[src/hrs_regs.svh]
`ifndef HRS_REGS_SVH
`define HRS_REGS_SVH
`define HRS_CLK_PERIOD_NS 4
`define HRS_MS_NS 1000000
`define HRS_DWELL_MAX_MS 13'h1388
`define HRS_ERR_NO_DRIVER 11'h0C2
`define HRS_ERR_LIM_FWD 11'h3E9
`define HRS_ERR_LIM_REV 11'h3EA
`define HRS_ERR_SHIFT_FWD 11'h44E
`define HRS_ERR_SHIFT_REV 11'h44F
`define HRS_SYNC_W 5
`define HRS_PIN_FLS 0
`define HRS_PIN_RLS 1
`define HRS_PIN_DOG 2
`define HRS_PIN_ZERO 3
`define HRS_PIN_DRV_DONE 4
`endif

[src/hrs_pkg.sv]
package hrs_pkg;
  typedef enum logic [3:0] {
    HRS_M_PROX_DOG, HRS_M_COUNT, HRS_M_DATA_SET, HRS_M_DOG_CRADLE, HRS_M_STOPPER,
    HRS_M_LIMIT_COMB, HRS_M_SCALE, HRS_M_DOGLESS_A, HRS_M_DOGLESS_B, HRS_M_DOGLESS_C,
    HRS_M_DRIVER
  } hrs_method_t;
  typedef enum logic [3:0] {
    HRS_IDLE, HRS_DRV, HRS_SEARCH, HRS_DECEL_LIM, HRS_DWELL_LIM, HRS_REVERSE,
    HRS_DECEL_DOG, HRS_DWELL_DOG, HRS_SHIFT
  } hrs_state_t;
  typedef struct packed {
    logic move;
    logic dir_fwd;
    logic creep;
    logic stop;
  } hrs_motion_t;
  typedef struct packed {
    logic valid;
    logic major;
    logic [10:0] code;
  } hrs_err_t;
endpackage : hrs_pkg

[src/hrs_sequencer.sv]
// Behaviour
// - driver homing method hands the whole homing motion to the stepping driver
// - driver homing without a stepping driver raises minor error 194, no homing
// - a stop cause during driver homing halts it; driver decides how to stop
// - per-axis retry enable, 0 off and 1 on, default off
// - per-axis retry dwell 0 to 5000 ms, default 0, used at each stop
// - retry, start outside limits, home lies in homing direction: ordinary homing
// - home lies opposite: stop when dog turns off, then home in homing direction
// - same dwell after limit reversal stop and after dog-off stop
// - retry only for dog, count, cradle and dogless A methods
// - retry limit hit decelerates, reverses, raises no limit major error
// - home is zero-signal position plus configured shift amount
// - shift amount is signed 32-bit in axis units, default 0
// - shift speed select, 0 homing speed, 1 creep speed, default 0
// - shift past a limit raises major 1102 or 1103, homing left incomplete
// - monitor values and status update only after shift travel ends
`timescale 1ns/1ps
`include "hrs_regs.svh"
module hrs_sequencer #(
  parameter int unsigned CYC_PER_MS = `HRS_MS_NS / `HRS_CLK_PERIOD_NS
) (
  input wire logic clock,
  input wire logic rst_b,
  input wire logic start,
  input wire hrs_pkg::hrs_method_t method,
  input wire logic home_dir_fwd,
  input wire logic retry_en,
  input wire logic [12:0] retry_dwell_ms,
  input wire logic signed [31:0] shift_amount,
  input wire logic shift_creep,
  input wire logic driver_present,
  input wire logic stop_cause,
  input wire logic motion_stopped,
  input wire logic home_is_fwd,
  input wire logic signed [31:0] cur_pos,
  input wire logic fwd_limit_switch,
  input wire logic rev_limit_switch,
  input wire logic prox_dog,
  input wire logic zero_signal,
  input wire logic drv_home_done,
  output hrs_pkg::hrs_motion_t motion,
  output logic drv_home_req,
  output logic drv_home_abort,
  output hrs_pkg::hrs_err_t err,
  output logic busy,
  output logic home_done,
  output logic monitor_update,
  output logic signed [31:0] home_pos
);
  // pins are asynchronous to clock; stage one feeds stage two only
  logic [`HRS_SYNC_W-1:0] sync1_q;
  logic [`HRS_SYNC_W-1:0] sync2_q;
  logic dog_prev_q;
  hrs_pkg::hrs_state_t state_q, state_d;
  hrs_pkg::hrs_motion_t motion_q, motion_d;
  hrs_pkg::hrs_err_t err_q, err_d;
  logic drv_req_q, drv_req_d;
  logic drv_abort_q, drv_abort_d;
  logic done_q, done_d;
  logic mon_q, mon_d;
  logic busy_q;
  logic signed [31:0] home_pos_q, home_pos_d;
  logic signed [32:0] target_q, target_d;
  logic retry_q, retry_d;
  logic creep_q, creep_d;
  logic [12:0] dwell_q, dwell_d;
  logic [31:0] ms_cnt_q, ms_cnt_d;

  function automatic logic retry_usable(input hrs_pkg::hrs_method_t m);
    retry_usable = (m == hrs_pkg::HRS_M_PROX_DOG) || (m == hrs_pkg::HRS_M_COUNT) ||
                   (m == hrs_pkg::HRS_M_DOG_CRADLE) || (m == hrs_pkg::HRS_M_DOGLESS_A);
  endfunction : retry_usable

  function automatic hrs_pkg::hrs_motion_t mv(input logic fwd, input logic creep);
    mv = '{move: 1'b1, dir_fwd: fwd, creep: creep, stop: 1'b0};
  endfunction : mv
  function automatic hrs_pkg::hrs_err_t er(input logic major, input logic [10:0] code);
    er = '{valid: 1'b1, major: major, code: code};
  endfunction : er

  wire logic fls_s = sync2_q[`HRS_PIN_FLS];
  wire logic rls_s = sync2_q[`HRS_PIN_RLS];
  wire logic dog_s = sync2_q[`HRS_PIN_DOG];
  wire logic zero_s = sync2_q[`HRS_PIN_ZERO];
  wire logic drv_done_s = sync2_q[`HRS_PIN_DRV_DONE];
  wire logic dog_fall = dog_prev_q && !dog_s;
  // only the switch ahead of the travel direction counts
  wire logic lim_ahead = motion_q.dir_fwd ? fls_s : rls_s;
  wire logic [10:0] lim_code = motion_q.dir_fwd ? `HRS_ERR_LIM_FWD : `HRS_ERR_LIM_REV;
  wire logic [10:0] shift_code = motion_q.dir_fwd ? `HRS_ERR_SHIFT_FWD : `HRS_ERR_SHIFT_REV;
  wire logic [12:0] dwell_load = (retry_dwell_ms > `HRS_DWELL_MAX_MS) ?
                                 `HRS_DWELL_MAX_MS : retry_dwell_ms;
  wire logic ms_tick = (ms_cnt_q == CYC_PER_MS - 1);
  wire logic dwell_over = (dwell_q == 13'h0000);
  wire logic signed [32:0] pos_ext = {cur_pos[31], cur_pos};
  wire logic signed [32:0] zero_target = pos_ext + {shift_amount[31], shift_amount};
  wire logic shift_reached = motion_q.dir_fwd ? (pos_ext >= target_q) : (pos_ext <= target_q);
  wire logic in_dwell = (state_q == hrs_pkg::HRS_DWELL_LIM) || (state_q == hrs_pkg::HRS_DWELL_DOG);
  wire logic busy_d = (state_d != hrs_pkg::HRS_IDLE); // busy falls with the done pulse

  always_comb begin
    state_d = state_q;
    motion_d = motion_q;
    err_d = err_q;
    drv_req_d = 1'b0;
    drv_abort_d = 1'b0;
    done_d = 1'b0;
    mon_d = 1'b0;
    home_pos_d = home_pos_q;
    target_d = target_q;
    retry_d = retry_q;
    creep_d = creep_q;
    dwell_d = dwell_q;
    ms_cnt_d = (in_dwell && !ms_tick) ? ms_cnt_q + 32'h1 : 32'h0;
    unique case (state_q)
      hrs_pkg::HRS_IDLE: begin
        motion_d = '0;
        if (start) begin
          err_d = '0;
          retry_d = retry_en && retry_usable(method);
          creep_d = shift_creep;
          if (method == hrs_pkg::HRS_M_DRIVER) begin
            if (!driver_present) begin
              err_d = er(1'b0, `HRS_ERR_NO_DRIVER);
            end else begin
              drv_req_d = 1'b1;
              state_d = hrs_pkg::HRS_DRV;
            end
          end else if (retry_en && retry_usable(method) && (home_is_fwd != home_dir_fwd)) begin
            motion_d = mv(!home_dir_fwd, 1'b0);
            state_d = hrs_pkg::HRS_REVERSE;
          end else begin
            motion_d = mv(home_dir_fwd, 1'b0);
            state_d = hrs_pkg::HRS_SEARCH;
          end
        end
      end
      hrs_pkg::HRS_DRV: begin
        // direction and stop profile belong to the driver's own parameters
        if (stop_cause) begin
          drv_abort_d = 1'b1;
          state_d = hrs_pkg::HRS_IDLE;
        end else if (drv_done_s) begin
          done_d = 1'b1;
          mon_d = 1'b1;
          home_pos_d = cur_pos;
          state_d = hrs_pkg::HRS_IDLE;
        end else begin
          drv_req_d = 1'b1;
        end
      end
      hrs_pkg::HRS_SEARCH: begin
        if (stop_cause) begin
          motion_d = '{move: 1'b0, dir_fwd: motion_q.dir_fwd, creep: 1'b0, stop: 1'b1};
          state_d = hrs_pkg::HRS_IDLE;
        end else if (lim_ahead) begin
          motion_d.stop = 1'b1;
          motion_d.move = 1'b0;
          if (retry_q) begin
            dwell_d = dwell_load;
            state_d = hrs_pkg::HRS_DECEL_LIM;
          end else begin
            err_d = er(1'b1, lim_code);
            state_d = hrs_pkg::HRS_IDLE;
          end
        end else if (zero_s) begin
          target_d = zero_target;
          motion_d = mv(shift_amount >= 0, creep_q);
          state_d = hrs_pkg::HRS_SHIFT;
        end
      end
      hrs_pkg::HRS_DECEL_LIM: begin
        if (motion_stopped) begin
          motion_d.stop = 1'b0;
          state_d = hrs_pkg::HRS_DWELL_LIM;
        end
      end
      hrs_pkg::HRS_DWELL_LIM: begin
        if (dwell_over) begin
          motion_d = mv(!home_dir_fwd, 1'b0);
          state_d = hrs_pkg::HRS_REVERSE;
        end else if (ms_tick) begin
          dwell_d = dwell_q - 13'h0001;
        end
      end
      hrs_pkg::HRS_REVERSE: begin
        if (stop_cause) begin
          motion_d = '{move: 1'b0, dir_fwd: motion_q.dir_fwd, creep: 1'b0, stop: 1'b1};
          state_d = hrs_pkg::HRS_IDLE;
        end else if (dog_fall) begin
          motion_d.stop = 1'b1;
          motion_d.move = 1'b0;
          dwell_d = dwell_load;
          state_d = hrs_pkg::HRS_DECEL_DOG;
        end else if (lim_ahead) begin
          motion_d = '{move: 1'b0, dir_fwd: motion_q.dir_fwd, creep: 1'b0, stop: 1'b1};
          err_d = er(1'b1, lim_code);
          state_d = hrs_pkg::HRS_IDLE;
        end
      end
      hrs_pkg::HRS_DECEL_DOG: begin
        if (motion_stopped) begin
          motion_d.stop = 1'b0;
          state_d = hrs_pkg::HRS_DWELL_DOG;
        end
      end
      hrs_pkg::HRS_DWELL_DOG: begin
        if (dwell_over) begin
          motion_d = mv(home_dir_fwd, 1'b0);
          state_d = hrs_pkg::HRS_SEARCH;
        end else if (ms_tick) begin
          dwell_d = dwell_q - 13'h0001;
        end
      end
      hrs_pkg::HRS_SHIFT: begin
        if (lim_ahead) begin
          motion_d = '{move: 1'b0, dir_fwd: motion_q.dir_fwd, creep: 1'b0, stop: 1'b1};
          err_d = er(1'b1, shift_code);
          state_d = hrs_pkg::HRS_IDLE;
        end else if (stop_cause) begin
          motion_d = '{move: 1'b0, dir_fwd: motion_q.dir_fwd, creep: 1'b0, stop: 1'b1};
          state_d = hrs_pkg::HRS_IDLE;
        end else if (shift_reached) begin
          motion_d = '0;
          done_d = 1'b1;
          mon_d = 1'b1;
          home_pos_d = cur_pos;
          state_d = hrs_pkg::HRS_IDLE;
        end
      end
      default: begin
        state_d = hrs_pkg::HRS_IDLE;
      end
    endcase
  end

  always_ff @(posedge clock) begin
    if (!rst_b) begin
      sync1_q <= '0;
      sync2_q <= '0;
      dog_prev_q <= 1'b0;
    end else begin
      sync1_q <= {drv_home_done, zero_signal, prox_dog, rev_limit_switch, fwd_limit_switch};
      sync2_q <= sync1_q;
      dog_prev_q <= sync2_q[`HRS_PIN_DOG];
    end
  end

  always_ff @(posedge clock) begin
    if (!rst_b) begin
      state_q <= hrs_pkg::HRS_IDLE;
      motion_q <= '0;
      err_q <= '0;
      drv_req_q <= 1'b0;
      drv_abort_q <= 1'b0;
      done_q <= 1'b0;
      mon_q <= 1'b0;
      busy_q <= 1'b0;
      home_pos_q <= '0;
      target_q <= '0;
      retry_q <= 1'b0;
      creep_q <= 1'b0;
      dwell_q <= '0;
      ms_cnt_q <= '0;
    end else begin
      state_q <= state_d;
      motion_q <= motion_d;
      err_q <= err_d;
      drv_req_q <= drv_req_d;
      drv_abort_q <= drv_abort_d;
      done_q <= done_d;
      mon_q <= mon_d;
      busy_q <= busy_d;
      home_pos_q <= home_pos_d;
      target_q <= target_d;
      retry_q <= retry_d;
      creep_q <= creep_d;
      dwell_q <= dwell_d;
      ms_cnt_q <= ms_cnt_d;
    end
  end

  assign motion = motion_q;
  assign drv_home_req = drv_req_q;
  assign drv_home_abort = drv_abort_q;
  assign err = err_q;
  assign busy = busy_q;
  assign home_done = done_q;
  assign monitor_update = mon_q;
  assign home_pos = home_pos_q;
endmodule : hrs_sequencer

[config.mk]
export PLATFORM = sky130hd
export DESIGN_NAME = hrs_sequencer
export DESIGN_NICKNAME = d
export VERILOG_FILES = /design/src/hrs_pkg.sv /design/src/hrs_sequencer.sv
export VERILOG_INCLUDE_DIRS = /design/src
export SDC_FILE = /design/constraint.sdc
export NUM_CORES = 1
export LEC_CHECK = 0
export ABC_AREA = 1
export BUFFER_PORTS_ARGS = -buffer_cell sky130_fd_sc_hd__buf_2
export CAP_MARGIN = 20
export CORE_MARGIN = 2
export CORE_UTILIZATION = 30
export CTS_BUF_LIST = sky130_fd_sc_hd__clkbuf_4 sky130_fd_sc_hd__clkbuf_8 sky130_fd_sc_hd__clkbuf_16
export DETAILED_ROUTE_END_ITERATION = 7
export GPL_TIMING_DRIVEN = 0
export PLACE_DENSITY = 0.57
export SYNTH_ARGS = -nofsm -noshare
export SYNTH_HDL_FRONTEND = slang
export SYNTH_SLANG_ARGS = --single-unit
export TNS_END_PERCENT = 10
[constraint.sdc]
create_clock -name clock -period 2.1 [get_ports clock]
set_input_delay 0.315 -clock clock [delete_from_list [all_inputs] [get_ports clock]]
set_output_delay 0.315 -clock clock [all_outputs]
set_load 0.01 [all_outputs]
== Word-level counts from Yosys, hierarchy flattened ==
Cells that the tools add are included.
Storage, ports and cells
  bits of input ports: 96
  output and inout bits: 54
  memory bits (read-only): 0
  word-level logic and storage cells: 193
  bits in registers: 148
  bits in latches: 0
  memories: 0
  RAM bits: 0
Operators by class
  div/mod/pow operators: 0
  order comparisons: 4
  muxes and demuxes: 85
  shifts and indexed selects: 0
  multipliers: 0
  equal/unequal tests: 43
  reduce and logical (&&, ||, !) cells: 34
  bitwise gates (word level): 3
  $add $sub $neg: 3
Operators with widths (number)
  13-bit 2-to-1 mux: 18
  32-bit 2-to-1 mux: 5
  4-bit 2-to-1 mux: 29
  32-bit one-hot mux with 2 select lines: 1
  13-bit one-hot mux with 4 select lines: 1
  2-bit inequality test (second input constant): 20
  13-bit one-hot mux with 3 select lines: 1
  4-bit one-hot mux with 9 select lines: 1
  32-bit by 32-bit adder with 33-bit output: 1
  32-bit by 33-bit >= comparator with 1-bit output: 1
  32-bit by 33-bit less-or-equal comparator with 1-bit output: 1
  32-bit by 1-bit adder with 32-bit output (second input constant): 1
  32-bit by 18-bit == test with 1-bit output (second input constant): 1
  32-bit by 1-bit >= comparator with 1-bit output (second input constant): 1
  4-bit by 3-bit == test with 1-bit output (second input constant): 5
  1-bit 2-to-1 mux: 19
  3-bit one-hot mux with 6 select lines: 1
  8-bit AND reduction: 2
  13-bit > comparator (second input constant): 1
  13-bit zero test: 1
  13-bit by 1-bit subtractor with 13-bit output (second input constant): 1
  4-bit by 2-bit == test with 1-bit output (second input constant): 3
  3-bit inequality test (second input constant): 4
  4-bit inequality test (second input constant): 3
  26 further kinds: 50

== Logic depth before layout (Yosys ltp) ==
  word-level depth: 11
  mapped depth: 20

== Worst setup path before layout ==
Ideal clock, no wire load.
  path type: input-to-reg
  start: input port shift_amount[0]
  end: register target_q[26]
  setup slack: -0.075 ns
  cell stages on the path: 14
  path buffers: 0
  arrival: 2.062 ns
  path through: ha_1 inv_1 fa_1 nand3b_1 nand3_1 a21boi_0 o21ai_0 nand2_1 nand2_1 nand4_1 nand3_1 nand2_1 o21ai_1 inv_1
Between the ends
  word-level cells in the longest chain between the ends: 1
RTL lines
  start: declaration: line hrs_sequencer.sv:29  | input wire logic signed [31:0] shift_amount,
  32-bit by 32-bit adder with 33-bit output: line hrs_sequencer.sv:96  | wire logic signed [32:0] zero_target = pos_ext + {shift_amount[31], shift_amount};
  end signal: assignment: line hrs_sequencer.sv:275  | target_q <= target_d;
  end: declaration: line hrs_sequencer.sv:63  | logic signed [32:0] target_q, target_d;
No other way between the ends.
A chain may end at the register's enable or synchronous reset.

== Worst setup path in the final report ==
  start: register target_q[20]
  end: register home_pos_q[14], in the netlist home_pos[14]
Between the ends
  word-level cells in the longest chain between the ends: 4
  elaborated cells between the ends (all ways): 5
  classes of those cells: 2 x order compare; 1 x eq/ne; 1 x mux; 1 x reduce/logical
RTL lines
  32-bit by 33-bit less-or-equal comparator with 1-bit output / 32-bit by 33-bit >= comparator with 1-bit output (equally long branches): line hrs_sequencer.sv:97  | wire logic shift_reached = motion_q.dir_fwd ? (pos_ext >= target_q) : (pos_ext <= target_q);
  1-bit 2-to-1 mux (*): line hrs_sequencer.sv:97
  2-bit inequality test (no source line) (*)
  6-bit AND reduction (no source line) (*)
  end signal: assignment: line hrs_sequencer.sv:274  | home_pos_q <= home_pos_d;
  end: declaration: line hrs_sequencer.sv:62  | logic signed [31:0] home_pos_q, home_pos_d;
Every way passes the cells marked *; elsewhere a longest branch is shown, timed or not.

==> reports/qor.yml <==
hold_path:
  hp-class: "in -> reg"
clock_tree:
  clock_sinks: 142
  clock_path_buffers: 2
  cts_buffers: 17
  htree_levels: 4
  cts_tree: "built"
  clkTransAtPathRegs_ns: 0.06
  clockRootBuffer: "clkbuf_16"
  clk-insertion-delay-late_ns: 0.44
timing:
  whs_ns: 0.0647
  tightestPinTransition_ns: 0.801
  fmax_mhz: 456
  layout_min_cycle_time_ns: 2.19
  fin_ws_ns: -0.0943
  clock_skew_ns: 0.00926
  rsz0062_at_grt: "yes"
  drv_slew: 0
  setup_tns_ns: -2.52
  relSlewSlack_pct: 46.6
  hold_viol_final: 0
  finalCritPeriodShare_pct: 104
  setup_viol: 34
route:
  drcViolationCount: 0
  via_per_inst: 4.80
  drt-initial-drc-count: 541
  drtPass1Iterations: 5
  wire_per_inst_um: 14.7
  final_antenna_net_count: 0
  drt-total-wl_um: 29300
  via_count: 9581
critical_path:
  worstPathRequired_ns: 2.43
  crit_top_cell: "nand2_1"
  crit_path_start_kind: "flip-flop"
  max_stage_delay_ns: 0.30
  crit_path_cell_trace: "inv_1 > ha_4 > nand2_2 > inv_2 > nand2_1 > nand2_1 > nand2_1 > a21oi_2 > nor2_1 > nand2_1 > nand2_1 > nand2_2 > nand3_4 > nand2_8 > inv_8 > buf_12 > nor2_1 > nor2_1"
  critPathArrivalTime_ns: 2.52
  end_kind: "flip-flop"
  criticalPathCategory: "reg -> reg"
  critPathMaxFanout: 10
  crit_family: "simple AND/OR/NAND/NOR gates"
  worst_path_max_delay_cell: "dfxtp_1"
  crit_buf_inv: 4
finish:
  syn2layout_area_growth_pct: 26.6
  nNetsFinal: 1749
  final_common_cell: "nand2_1"
  utilization_pct: 38.7
  final_cell_mix: "229 x nand2_1, 218 x inv_1, 176 x nor2_1"
  layout-drive-gt1-share_pct: 22.0
global_route:
  grt_pass1_vias: 8905
  grt_max_degree: 17
  grt_use_total_pct: 17.8
  grt_pass1_wl_um: 46300
  globalRouteOverflowTotal: 0
  antenna_found_initial: 1
placement:
  dp_hpwl_um: 23300
  place.gp.congestion: 0.920
  io_buffers: 147
floorplanning:
  fp-row-count: 64
  start_util_pct: 30.6
  die_h_um: 181
  die-width_um: 181
  io_pins: 150
  coreArea_um2: 30700
  design.die.area_um2: 32700
status:
  violations: "negative setup slack"
  status: "complete, but fails checks"
yosys:
  synthDominantCellAreaShare_pct: 30.3
  synth_cell_type_count: 52
  postSynthCellCount: 1413
  synth_seq_area_share_pct: 30.3
  synth_top_area_cell: "dfxtp_1"
  synth-warning-count: 0
  netlist_area_um2: 9370
  ys_top_cells_by_area: "dfxtp_1 30%, nand2_1 9.9%, inv_1 9.0%"
  synthFlopType: "dfxtp_1"
  async_flop_share_pct: 0
  syn_nets: 1577
  synth-edff-count: 0
  yosys_register_bits: 142
  postSynthAreaPerCell_um2: 6.63
run:
  maxCapViolCount: 0
pwr:
  power_density_nw_per_um2: 652
  total_power_mw: 7.74
  peakVddDrop_uv: 600
  total_leakage_power_nw: 5.41
==> final timing paths <==
| path | startpoint | end | slack, ns | cells past startpoint |
|---|---|---|---|---|
| worst max register to register | target_q[20]$_SDFFE_PN0P_ | home_pos[14]$_SDFFE_PN0P_ | -0.09 | 18 |
| worst min register to register | sync1_q[1]$_SDFF_PN0_ | sync2_q[1]$_SDFF_PN0_ | 0.41 | 2 |
| worst max-delay path | target_q[20]$_SDFFE_PN0P_ | home_pos[14]$_SDFFE_PN0P_ | -0.09 | 18 |
| worst min-delay path | drv_home_done | sync1_q[4]$_SDFF_PN0_ | 0.06 | 3 |
==> worst register-to-register path, delay by kind of cell, from the launching register on <==
family          cells  cell delay [ns]
buf+inv             4             0.35
fa+ha+maj           1             0.27
flops               1             0.30
compound gates      1             0.18
simple gates       12             0.98
==> synthesized netlist by cell type, types with 6 or more instances <==
cell type / n
o21ai_1: 24
nor3_1: 23
a31oi_1: 13
a21oi_1: 116
nand4_1: 25
o21a_1: 12
o21ai_0: 96
xnor2_1: 7
nor2_2: 6
or2_2: 6
buf_2: 11
o211ai_1: 9
clkbuf_1: 13
ha_1: 67
nor4_1: 11
nor2_1: 198
buf_4: 11
inv_1: 224
nand2_1: 246
inv_2: 9
nand3_1: 50
xor2_1: 27
dfxtp_1: 142
==> per-layer routing <==
| metal | wire length, um | vias up | track usage (%) | part of all wire (%) |
|---|---|---|---|---|
| met1 | 14100 | 4383 | 24.1 | 48 |
| met2 | 13200 | 214 | 28.2 | 45 |
| met3 | 1260 | 47 | 2.96 | 4.3 |
| li1 | - | 4937 | - | - |
| met4 | 777 | 0 | 7.00 | 2.7 |
| met5 | 0 | - | 0 | 0 |
==> through the flow <==
step                instance area, um2  setup WS [ns]  std cells
floorplan                         9380        -0.0264       1413
global route                     11900         -0.254       1995
finish                           11900        -0.0943       1995
CTS                              11400         -0.167       1991
detailed placement               10600         -0.730       1956
global placement                 10600         -0.767       1956
==> cell families after synthesis <==
family                     share of synthesized area [%]
AOI/OAI and AO/OA                                   17.2
xor gates and xnor gates                            3.18
DFF                                                 30.3
other                                             0.0400
adders and majority gates                           9.16
and+or+nand+nor                                     28.4
buffers and inverters                               11.7
==> timing repair <==
item | 4_1_cts | 5_1_grt
setup buffers | 3 | 2
pin swaps | 15 | 26
hold buffers | 0 | 0
endpoints found under the setup margin | 115 | 107
gates resized for setup | 58 | 106
gates cloned | 0 | 1
==> report_power, final <==
part           internal, mW  switching (mW)  total [mW]
Clock                  1.70            1.30        3.00
Sequential             2.81           0.101        2.91
Combinational         0.698            1.14        1.83
Total                  5.20            2.54        7.74
==> sequential cells by signal, indices dropped and copies added, names as in the netlist <==
register / flops
busy: 1
creep_q: 1
dog_prev_q: 1
drv_home_abort: 1
drv_home_req: 1
dwell_q: 13
err: 7
home_pos: 32
monitor_update: 1
motion: 4
ms_cnt_q: 32
retry_q: 1
state_q: 4
sync1_q: 5
sync2_q: 5
target_q: 33
==> cell type report <==
| class | instances | area (um2) |
|---|---|---|
| tap | 396 | 495 |
| inverter | 233 | 882 |
| sequential | 142 | 2850 |
| clock buffer | 19 | 447 |
| fill | 3279 | 18800 |
| clock inverter | 13 | 133 |
| multi-input combinational | 997 | 5960 |
| buffer | 41 | 302 |
| timing repair buffer | 153 | 798 |
| antenna | 1 | 2.50 |
No activity file was read; power rests on OpenSTA's default activity.
